`config.mk`:
```
export PLATFORM = sky130hd
export DESIGN_NAME = sfl_unit
export DESIGN_NICKNAME = d
export VERILOG_FILES = /design/src/verilog/sfl_pkg.sv /design/src/verilog/sfl_unit.sv /design/src/verilog/sfl_fp_convert.sv
export SDC_FILE = /design/constraint.sdc
export NUM_CORES = 1
export LEC_CHECK = 0
export BUFFER_PORTS_ARGS = -buffer_cell sky130_fd_sc_hd__clkbuf_2
export CORE_AREA = 8 8 266 140
export CTS_CLUSTER_SIZE = 10
export DETAILED_ROUTE_END_ITERATION = 8
export DIE_AREA = 0 0 274 148
export PLACE_DENSITY = 0.79
export SLEW_MARGIN = 20
export SYNTH_ARGS = -nofsm -noshare
export SYNTH_HDL_FRONTEND = slang
export SYNTH_SLANG_ARGS = --single-unit
```
`constraint.sdc`:
```
create_clock -name sys_clk -period 2.7 [get_ports sys_clk]
set_clock_uncertainty 0.05 [all_clocks]
set_input_delay 0.405 -clock sys_clk [delete_from_list [all_inputs] [get_ports sys_clk]]
set_output_delay 0.405 -clock sys_clk [all_outputs]
set_load 0.02 [all_outputs]
```
`src/verilog/sfl_pkg.sv`:
```
// Shared types and constants for the string and floating-point load/store unit
package sfl_pkg;
    localparam int unsigned REG_IDX_W = 5;
    localparam int unsigned COUNT_W = 7;
    localparam logic [COUNT_W-1:0] MAX_BYTES = 7'h20;
    localparam logic [31:0] PAGE_MASK = 32'hFFFFF000;
    localparam logic [1:0] WORD_OFS_MASK = 2'h3;
    localparam logic [2:0] BYTES_PER_REG = 3'h4;
    localparam logic [10:0] EXP_BIAS_DIFF = 11'h380;

    typedef enum logic [2:0] {
        SFL_OP_STR_LOAD,
        SFL_OP_STR_STORE,
        SFL_OP_FP_LOAD,
        SFL_OP_FP_STORE,
        SFL_OP_FP_STORE_INT
    } sfl_op_t;

    typedef enum logic [1:0] {
        SFL_EXC_NONE,
        SFL_EXC_ALIGN,
        SFL_EXC_STORAGE,
        SFL_EXC_ILLEGAL
    } sfl_exc_t;

    // Dispatched request
    typedef struct packed {
        sfl_op_t op;
        logic indexed;
        logic update;
        logic single;
        logic [REG_IDX_W-1:0] target_register;
        logic [REG_IDX_W-1:0] base_register;
        logic [REG_IDX_W-1:0] index_register;
        logic [15:0] displacement;
        logic [COUNT_W-1:0] byte_count_field;
        logic [31:0] base_value;
        logic [31:0] index_value;
        logic [63:0] float_value;
        logic [6:0] xer_count;
    } sfl_req_t;

    // Memory access of one to eight bytes toward the cache path
    typedef struct packed {
        logic write;
        logic [31:0] effective_address;
        logic [2:0] size_m1;
        logic [63:0] wdata;
    } sfl_mem_t;

    // Register write-back
    typedef struct packed {
        logic float_dest;
        logic [REG_IDX_W-1:0] index;
        logic [63:0] value;
    } sfl_wb_t;
endpackage

```
`src/verilog/sfl_unit.sv`:
```
// String and floating-point load/store execution unit
`timescale 1ns/1ps
module sfl_unit (
    input wire logic sys_clk, // Core clock
    input wire logic rst_n, // Async reset, active low
    input wire logic little_endian, // Core byte order is little-endian
    input wire logic float_unit_present, // Variant has a float unit
    input wire logic req_valid, // Dispatch request valid
    input wire sfl_pkg::sfl_req_t req, // Dispatch request
    output logic req_ready, // Unit idle and can accept
    output logic gpr_rd_en, // Read request for a store string source
    output logic [4:0] gpr_rd_index, // Source register index
    input wire logic [31:0] gpr_rd_data, // Source register data, same cycle
    output logic xlat_valid, // Translation request
    output logic [31:0] xlat_addr, // Address to translate
    input wire logic xlat_done, // Translation answer valid
    input wire logic xlat_fault, // Page fault
    input wire logic xlat_direct_store, // Segment is direct-store
    output logic mem_valid, // Memory access valid
    output sfl_pkg::sfl_mem_t mem, // Memory access
    input wire logic mem_done, // Access complete
    input wire logic [63:0] mem_rdata, // Load data, right aligned
    output logic wb_valid, // Register write-back pulse
    output sfl_pkg::sfl_wb_t wb, // Write-back payload
    output logic done, // Instruction finished pulse
    output sfl_pkg::sfl_exc_t exc // Exception with done
);
    typedef enum logic [2:0] {ST_IDLE, ST_XLAT, ST_ACCESS, ST_UPDATE, ST_FINISH} sfl_state_t;

    sfl_state_t state_ff, nxt_state;
    sfl_pkg::sfl_req_t req_ff, nxt_req;
    logic [31:0] ea_ff, nxt_ea;
    logic [31:0] page_ff, nxt_page;
    logic page_ok_ff, nxt_page_ok;
    logic [6:0] left_ff, nxt_left;
    logic [1:0] lane_ff, nxt_lane;
    logic [4:0] reg_ff, nxt_reg;
    logic [31:0] accum_ff, nxt_accum;
    sfl_pkg::sfl_exc_t exc_ff, nxt_exc;
    logic done_ff, nxt_done;
    logic wb_valid_ff, nxt_wb_valid;
    sfl_pkg::sfl_wb_t wb_ff, nxt_wb;

    logic is_string;
    logic is_float;
    logic [31:0] ea_calc;
    logic [6:0] count_calc;
    logic [63:0] widened;
    logic [31:0] narrowed;
    logic [31:0] src_word;
    logic [7:0] src_byte;
    logic [31:0] merged;
    logic [31:0] ea_next;
    logic new_page;

    sfl_fp_convert u_conv (
        .single_in(mem_rdata[31:0]),
        .double_in(req_ff.float_value),
        .double_out(widened),
        .single_out(narrowed)
    );

    always_comb
    begin
        is_string = (req.op == sfl_pkg::SFL_OP_STR_LOAD) || (req.op == sfl_pkg::SFL_OP_STR_STORE);
        is_float = !is_string;
        // Indexed forms add index register, else sign-extended displacement
        if (req.indexed)
            ea_calc = req.base_value + req.index_value;
        else
            ea_calc = req.base_value + {{16{req.displacement[15]}}, req.displacement};
        // Immediate count 0 means 32; indexed count 0 is a valid no-op
        if (req.indexed)
            count_calc = req.xer_count;
        else if (req.byte_count_field == 7'h00)
            count_calc = sfl_pkg::MAX_BYTES;
        else
            count_calc = req.byte_count_field;
    end

    assign req_ready = (state_ff == ST_IDLE);
    assign ea_next = ea_ff + 32'h00000001;
    // Each byte goes alone, so alignment never matters, only cycle count
    assign new_page = ((ea_ff & sfl_pkg::PAGE_MASK) != page_ff) || !page_ok_ff;
    assign gpr_rd_en = (state_ff == ST_ACCESS) && (req_ff.op == sfl_pkg::SFL_OP_STR_STORE) && !new_page;
    assign gpr_rd_index = reg_ff;
    assign src_word = gpr_rd_data;

    always_comb
    begin
        unique case (lane_ff)
            2'h0: src_byte = src_word[31:24];
            2'h1: src_byte = src_word[23:16];
            2'h2: src_byte = src_word[15:8];
            default: src_byte = src_word[7:0];
        endcase
        merged = accum_ff;
        unique case (lane_ff)
            2'h0: merged[31:24] = mem_rdata[7:0];
            2'h1: merged[23:16] = mem_rdata[7:0];
            2'h2: merged[15:8] = mem_rdata[7:0];
            default: merged[7:0] = mem_rdata[7:0];
        endcase
    end

    always_comb
    begin
        nxt_state = state_ff;
        nxt_req = req_ff;
        nxt_ea = ea_ff;
        nxt_page = page_ff;
        nxt_page_ok = page_ok_ff;
        nxt_left = left_ff;
        nxt_lane = lane_ff;
        nxt_reg = reg_ff;
        nxt_accum = accum_ff;
        nxt_exc = exc_ff;
        nxt_done = 1'b0;
        nxt_wb_valid = 1'b0;
        nxt_wb = wb_ff;
        xlat_valid = 1'b0;
        xlat_addr = ea_ff;
        mem_valid = 1'b0;
        mem = '0;
        unique case (state_ff)
            ST_IDLE:
            begin
                if (req_valid)
                begin
                    // Every start is from byte zero, so a restart after a fault replays all
                    nxt_req = req;
                    nxt_ea = ea_calc;
                    nxt_left = count_calc;
                    nxt_lane = 2'h0;
                    nxt_reg = req.target_register;
                    nxt_accum = 32'h00000000;
                    nxt_page_ok = 1'b0;
                    nxt_exc = sfl_pkg::SFL_EXC_NONE;
                    // Base/index overlap with targets is not checked: valid forms
                    if (is_string && little_endian)
                    begin
                        nxt_exc = sfl_pkg::SFL_EXC_ALIGN;
                        nxt_state = ST_FINISH;
                    end
                    else if (is_float && !float_unit_present)
                    begin
                        nxt_exc = sfl_pkg::SFL_EXC_ILLEGAL;
                        nxt_state = ST_FINISH;
                    end
                    else if (is_string && count_calc == 7'h00)
                        nxt_state = ST_FINISH;
                    else
                        nxt_state = is_string ? ST_ACCESS : ST_XLAT;
                end
            end
            ST_XLAT:
            begin
                xlat_valid = 1'b1;
                if (xlat_done)
                begin
                    if (xlat_fault || (!req_ff.op[2] && req_ff.op[1] && xlat_direct_store) ||
                        (req_ff.op == sfl_pkg::SFL_OP_FP_STORE_INT && xlat_direct_store))
                    begin
                        nxt_exc = sfl_pkg::SFL_EXC_STORAGE;
                        nxt_state = ST_FINISH;
                    end
                    else
                    begin
                        nxt_page = ea_ff & sfl_pkg::PAGE_MASK;
                        nxt_page_ok = 1'b1;
                        nxt_state = ST_ACCESS;
                    end
                end
            end
            ST_ACCESS:
            begin
                if (req_ff.op == sfl_pkg::SFL_OP_STR_LOAD || req_ff.op == sfl_pkg::SFL_OP_STR_STORE)
                begin
                    if (new_page)
                        nxt_state = ST_XLAT;
                    else
                    begin
                        mem_valid = 1'b1;
                        mem.write = (req_ff.op == sfl_pkg::SFL_OP_STR_STORE);
                        mem.effective_address = ea_ff;
                        mem.size_m1 = 3'h0;
                        mem.wdata = {56'h0, src_byte};
                        if (mem_done)
                        begin
                            nxt_ea = ea_next;
                            nxt_left = left_ff - 7'h01;
                            nxt_lane = lane_ff + 2'h1;
                            if (req_ff.op == sfl_pkg::SFL_OP_STR_LOAD)
                            begin
                                nxt_accum = merged;
                                // Register completes at lane 3 or last byte, pad is zero
                                if (lane_ff == sfl_pkg::WORD_OFS_MASK || left_ff == 7'h01)
                                begin
                                    nxt_wb_valid = 1'b1;
                                    nxt_wb = '{float_dest: 1'b0, index: reg_ff, value: {32'h0, merged}};
                                    nxt_accum = 32'h00000000;
                                end
                            end
                            if (lane_ff == sfl_pkg::WORD_OFS_MASK)
                                nxt_reg = reg_ff + 5'h01;
                            if (left_ff == 7'h01)
                                nxt_state = ST_FINISH;
                        end
                    end
                end
                else
                begin
                    mem_valid = 1'b1;
                    mem.write = (req_ff.op != sfl_pkg::SFL_OP_FP_LOAD);
                    mem.effective_address = ea_ff;
                    mem.size_m1 = (req_ff.single || req_ff.op == sfl_pkg::SFL_OP_FP_STORE_INT) ? 3'h3 : 3'h7;
                    if (req_ff.op == sfl_pkg::SFL_OP_FP_STORE_INT)
                        mem.wdata = {32'h0, req_ff.float_value[31:0]};
                    else if (req_ff.single)
                        mem.wdata = {32'h0, narrowed};
                    else
                        mem.wdata = req_ff.float_value;
                    if (mem_done)
                    begin
                        if (req_ff.op == sfl_pkg::SFL_OP_FP_LOAD)
                        begin
                            nxt_wb_valid = 1'b1;
                            nxt_wb = '{float_dest: 1'b1, index: req_ff.target_register,
                                value: req_ff.single ? widened : mem_rdata};
                        end
                        // Base zero update forms run as valid forms
                        nxt_state = req_ff.update ? ST_UPDATE : ST_FINISH;
                    end
                end
            end
            ST_UPDATE:
            begin
                if (req_ff.base_register != 5'h00)
                begin
                    nxt_wb_valid = 1'b1;
                    nxt_wb = '{float_dest: 1'b0, index: req_ff.base_register, value: {32'h0, ea_ff}};
                end
                nxt_state = ST_FINISH;
            end
            ST_FINISH:
            begin
                nxt_done = 1'b1;
                nxt_state = ST_IDLE;
            end
            default:
                nxt_state = ST_IDLE;
        endcase
    end

    always_ff @(posedge sys_clk or negedge rst_n)
    begin
        if (!rst_n)
        begin
            state_ff <= ST_IDLE;
            req_ff <= '0;
            ea_ff <= 32'h00000000;
            page_ff <= 32'h00000000;
            page_ok_ff <= 1'b0;
            left_ff <= 7'h00;
            lane_ff <= 2'h0;
            reg_ff <= 5'h00;
            accum_ff <= 32'h00000000;
            exc_ff <= sfl_pkg::SFL_EXC_NONE;
            done_ff <= 1'b0;
            wb_valid_ff <= 1'b0;
            wb_ff <= '0;
        end
        else
        begin
            state_ff <= nxt_state;
            req_ff <= nxt_req;
            ea_ff <= nxt_ea;
            page_ff <= nxt_page;
            page_ok_ff <= nxt_page_ok;
            left_ff <= nxt_left;
            lane_ff <= nxt_lane;
            reg_ff <= nxt_reg;
            accum_ff <= nxt_accum;
            exc_ff <= nxt_exc;
            done_ff <= nxt_done;
            wb_valid_ff <= nxt_wb_valid;
            wb_ff <= nxt_wb;
        end
    end

    assign done = done_ff;
    assign exc = done_ff ? exc_ff : sfl_pkg::SFL_EXC_NONE;
    assign wb_valid = wb_valid_ff;
    assign wb = wb_ff;
endmodule

```
`src/verilog/sfl_fp_convert.sv`:
```
// Single/double precision format conversion
`timescale 1ns/1ps
module sfl_fp_convert (
    input wire logic [31:0] single_in, // Single-precision bits
    input wire logic [63:0] double_in, // Double-precision bits
    output logic [63:0] double_out, // Widened value
    output logic [31:0] single_out // Narrowed value
);
    logic [7:0] s_exp;
    logic [10:0] d_exp;
    always_comb
    begin
        s_exp = single_in[30:23];
        // Widen: zero stays zero, max exponent stays max, else rebias
        if (s_exp == 8'h00)
            double_out = {single_in[31], 11'h000, single_in[22:0], 29'h00000000};
        else if (s_exp == 8'hFF)
            double_out = {single_in[31], 11'h7FF, single_in[22:0], 29'h00000000};
        else
            double_out = {single_in[31], {3'h0, s_exp} + sfl_pkg::EXP_BIAS_DIFF,
                single_in[22:0], 29'h00000000};
        d_exp = double_in[62:52];
        // Narrow: exponent bits keep top and low seven, fraction truncated
        single_out = {double_in[63], d_exp[10], d_exp[6:0], double_in[51:29]};
    end
endmodule

```
After elaboration in Yosys (flattened, before gate mapping)
Index checks and enable logic that the tools add are counted.

Output and inout port bits: 215. Bits in registers: 255. Word-level logic and storage cells: 194. Bits of input ports: 284.

Add/subtract/negate cells: 7. Bitwise gates (word level): 1. Eq/ne operators: 32. Reduce and logical (&&, ||, !) cells: 41. Muxes and demuxes: 93.

Operator list (count): 70-bit two-way mux (8); 32-bit two-way mux (11); 100-bit two-way mux (3); 64-bit two-way mux (3); 70-bit case mux with 2 select lines (1); 32-bit case mux with 2 select lines (2); 63-bit two-way mux (2); 32-bit adder (2); 7-bit two-way mux (6); 3-bit two-way mux (13); 32-bit by 1-bit adder with 32-bit output (second input constant) (1); 8-bit two-way mux (4); 5-bit two-way mux (5); 8-bit case mux with 3 select lines (1); 2-bit two-way mux (11); 20-bit != test (1); 1-bit two-way mux (16); 7-bit zero test (2); 2-bit != test (second input constant) (7); 7-bit case mux with 2 select lines (1); 3-bit case mux with 4 select lines (1); 6-bit AND reduction (2); 8-bit by 10-bit adder with 11-bit output (second input constant) (1); 5-bit case mux with 2 select lines (1); 32 further kinds (69).

Longest topological paths before layout
Word-level depth: 10. Gate-level depth with buffers: 16. Mapped depth without buffers: 12.

Hierarchy
A second synthesis with hierarchy kept.

Cell total of the unflattened synthesis: 2018. Area, all modules: 16535.9 µm².

By module, submodules not included: sfl_unit (instances 1, cells an instance 1917, seq. area each 6381.1 µm², area each 15797.7 µm²); sfl_fp_convert (instances 1, cells an instance 101, seq. area each 0.0 µm², area each 738.2 µm²).

Least setup slack after synthesis
Ideal clock, no wire load.

Path kind: input-to-reg. Start: input req[175] (netlist name). End: register ea_ff[24] (netlist: xlat_addr[24]). Required time: 2527 ps. Library setup time: 123 ps. Setup slack: -1228 ps. Stages: 13. Arrival: 3755 ps. Path buffers: 3. Path through: clkbuf_1 > buf_1 > clkbuf_1 > mux2_2 > ha_1 > a21o_1 > or3_1 > o21a_1 > o41a_1 > a41oi_1 > o311ai_0 > xnor2_1 > o21ai_1.

Word-level cells in the longest chain between the ends: 3.

RTL lines: start: declaration (RTL line sfl_unit.sv:9) `input wire sfl_pkg::sfl_req_t req,`; 32-bit two-way mux (RTL line sfl_unit.sv:68) `if (req.indexed)`; 32-bit two-way mux (RTL line sfl_unit.sv:128) `if (req_valid)`; 32-bit case mux with 2 select lines (RTL line sfl_unit.sv:125) `unique case (state_ff)`; end signal: assignment (RTL line sfl_unit.sv:277) `ea_ff <= nxt_ea;`; end: declaration (RTL line sfl_unit.sv:32) `logic [31:0] ea_ff, nxt_ea;`.

Every way passes these cells. The select of a mux whose other input is x is not followed. A chain may end at the register's enable or synchronous reset.

==> impl_metrics.env <==
export IMPL_fp_dieH_um=148
export IMPL_cts_sinks=255
export IMPL_fin_ws_ns=-0.482
export IMPL_critPathArrivalTime_ns=2.73
export IMPL_hold_path_class="in2reg"
export IMPL_core_area_um2=33600
export IMPL_synthArstFlopShare_pct=100
export IMPL_period_minus_slack_ns=3.18
export IMPL_cellPowerDensity_nw_per_um2=950
export IMPL_io_buffer_count=493
export IMPL_rsz0062_at_grt="yes"
export IMPL_finalHoldViolCount=0
export IMPL_worst_hold_slack_ns=0.0235
export IMPL_critPathMaxStageDelay_ns=0.38
export IMPL_grt_pass1_wl_um=98200
export IMPL_cp_end_kind="output port"
export IMPL_ant_nets=0
export IMPL_die_area_um2=40600
export IMPL_grt_max_degree=89
export IMPL_grt_use_total_pct=30.1
export IMPL_drt_first_pass_iters=9
export IMPL_final_util_pct=67.4
export IMPL_num_rows=48
export IMPL_antenna_found_initial=5
export IMPL_grt_overflow=0
export IMPL_setup_violations=52
export IMPL_hpwl_um=46800
export IMPL_worstMarginPinSlew_ns=1.05
export IMPL_dp_slack_ns=-0.706
export IMPL_fmax_mhz=314
export IMPL_area_growth_pct=46.2
export IMPL_yosysWarnings=0
export IMPL_crit_family="simple AND/OR/NAND/NOR gates"
export IMPL_drc=2
export IMPL_cts_root_buf="clkbuf_16"
export IMPL_cts_tree="built"
export IMPL_totalWireLength_um=68300
export IMPL_viasPerCell=5.92
export IMPL_num_vias=17873
export IMPL_cp_cell_sequence="xor2_1 > nor4_2 > nand4_1 > nor3_4 > o21ai_2 > inv_4 > buf_6 > and2_4 > clkbuf_8"
export IMPL_ios=499
export IMPL_synth_cell_types=67
export IMPL_cts_clk_slew_worst_paths_ns=0.06
export IMPL_synth_yosys_seq_area_share_pct=41.1
export IMPL_drv_cap=0
export IMPL_leakagePower_nw=11.3
export IMPL_synth_edf_count=0
export IMPL_syn_nets=2205
export IMPL_wl_per_cell_um=22.6
export IMPL_drive_gt1_share_pct=35.4
export IMPL_ctsHtreeMaxLevel=1
export IMPL_worstSkewPairLatency_ns=0.57
export IMPL_critPathLaunchType="flip-flop"
export IMPL_mostFrequentLayoutCells="nand2_1, clkbuf_2, dfrtp_1"
export IMPL_worst_path_max_delay_cell="dfrtp_1"
export IMPL_cp_num_buf_inv=3
export IMPL_cts_max_path_buffers=3
export IMPL_cp_required_ns=2.25
export IMPL_place_gp_congestion=0.932
export IMPL_critPathKind="reg2out"
export IMPL_initial_utilization_pct=46.1
export IMPL_critPathMaxFanout=7
export IMPL_ir_drop_uv=620
export IMPL_grt_pass1_vias=17393
export IMPL_die_w_um=274
export IMPL_cts_buffers=29
export IMPL_status="complete, but fails checks"
export IMPL_fin_nets=2886
export IMPL_min_period_over_period_pct=118
export IMPL_postSynthAreaPerCell_um2=8.24
export IMPL_violations="DRC, setup timing"
export IMPL_yosys_register_bits=255
export IMPL_final_max_slew_violation_count=0
export IMPL_rrSetupSlack_ns=-0.08
export IMPL_final_common_cell="nand2_1"
export IMPL_fin_tns_setup_ns=-18.54
export IMPL_slew_headroom_pct=30.1
export IMPL_syn_area_um2=15500
export IMPL_drt_iter0_drc=2251
export IMPL_netlist_instances=1881
export IMPL_synth_ff_type="dfrtp_1"
[stage by stage]
stage / area [µm²] / total power, mW / cells
after CTS: 22000 / 20.5 / 3008
after detailed placement: 19700 / 16.4 / 2877
after floorplan: 15700 / 12.3 / 1881
after global placement: 19700 / 16.1 / 2877
after global routing: 22700 / 22.6 / 3018
final: 22700 / 21.5 / 3019
[cell usage after synthesis (3+ instances only)]
cell | n | area [µm²]
nand2_1 | 489 | 1840
dfrtp_1 | 255 | 6380
o21ai_0 | 168 | 841
a21oi_1 | 117 | 586
clkbuf_1 | 107 | 402
nor2_1 | 77 | 289
mux2i_1 | 76 | 761
and2_1 | 66 | 413
ha_1 | 39 | 488
mux2_2 | 38 | 428
nand3_1 | 33 | 165
inv_1 | 29 | 109
o211ai_1 | 26 | 195
a22o_1 | 24 | 210
nor3_1 | 24 | 120
nand3b_1 | 23 | 173
o22ai_1 | 23 | 144
xnor2_1 | 22 | 193
xor2_1 | 22 | 193
and3_1 | 17 | 106
nand4_1 | 16 | 100
nor2b_1 | 14 | 87.6
nor4_1 | 12 | 75.1
a21o_1 | 11 | 82.6
a22oi_1 | 11 | 82.6
a31oi_1 | 11 | 68.8
buf_1 | 10 | 37.5
buf_2 | 9 | 45.0
nand2b_1 | 9 | 56.3
o21ai_1 | 9 | 45.0
a222oi_1 | 8 | 80.1
o21a_1 | 7 | 52.6
o21bai_1 | 7 | 52.6
a211oi_1 | 6 | 45.0
buf_6 | 5 | 56.3
o31a_1 | 5 | 43.8
or2_2 | 5 | 31.3
or3_1 | 5 | 31.3
a21boi_0 | 4 | 30.0
or4_1 | 4 | 30.0
nor3b_1 | 3 | 22.5
[report_power, final]
group | total [mW] | switching, mW | leakage (nW) | internal, mW
Combinational | 11.6 | 7.17 | 7.72 | 4.39
Sequential | 6.44 | 1.14 | 3.24 | 5.30
Clock | 3.54 | 1.60 | 0.379 | 1.94
[routing by layer]
layer  global-route usage [%]  routed length (µm)  vias up
li1                         -                   -     7895
met1                     39.3               26600     8487
met2                     47.8               30700     1235
met3                     7.81                8030      252
met4                     11.2                2920        4
met5                        0                  27        -
[repair_timing]
| item | CTS | global route |
|---|---|---|
| hold buffers | 72 | 0 |
| setup endpoints to repair | 131 | 173 |
| pin swaps | 12 | 29 |
| hold endpoints to repair | 136 | 0 |
| setup buffers | 20 | 3 |
| gates resized for setup | 144 | 215 |
| gates cloned | 4 | 10 |
[worst reg2reg max path: cells and delay by family, from the launching register on]
family / cells / cell delay, ns
AOI/OAI and AO/OA: 2 / 0.33
xor gates and xnor gates: 1 / 0.20
buffers and inverters: 2 / 0.35
DFF: 1 / 0.38
and+or+nand+nor: 4 / 1.33
[area by class of cell]
| type | instances | area, µm² |
|---|---|---|
| diodes | 3 | 7.51 |
| clock buffers | 34 | 754 |
| clock inverters | 1 | 20.0 |
| fillers | 2471 | 11000 |
| inverters | 29 | 111 |
| multi-input cells | 1464 | 9110 |
| flip-flops and latches | 255 | 6390 |
| well taps | 450 | 563 |
| repair buffers | 783 | 5710 |
[registers in the layout, summed over array words and instances (netlist names)]
register and count:
wb 70, state_ff 3, req_ff 79, exc_ff 2
xlat_addr 32, accum_ff 32, page_ok_ff 1, left_ff 7
done 1, page_ff 20, wb_valid 1, lane_ff 2
gpr_rd_index 5
[path summary, 6_finish.rpt]
kind | from | endpoint | cells past startpoint
max | page_ff[13]$_DFFE_PN0P_ | mem[96] | 9
min | req[20] | req_ff[20]$_DFFE_PN0P_ | 3
max reg2reg | page_ff[13]$_DFFE_PN0P_ | xlat_addr[28]$_DFFE_PN0P_ | 9
min reg2reg | wb[55]$_DFFE_PN0P_ | wb[55]$_DFFE_PN0P_ | 2
max in group asynchronous | rst_n | req_ff[49]$_DFFE_PN0P_ | 3
min in group asynchronous | rst_n | wb[60]$_DFFE_PN0P_ | 2
[kinds of logic after synthesis]
| logic type | synth area share (%) |
|---|---|
| fa+ha+maj | 3.28 |
| xor+xnor | 2.49 |
| flops | 41.1 |
| mux | 7.66 |
| buf+inv | 4.32 |
| simple gates | 23.1 |
| compound gates | 18.0 |
No activity file was read; power rests on OpenSTA's default activity.
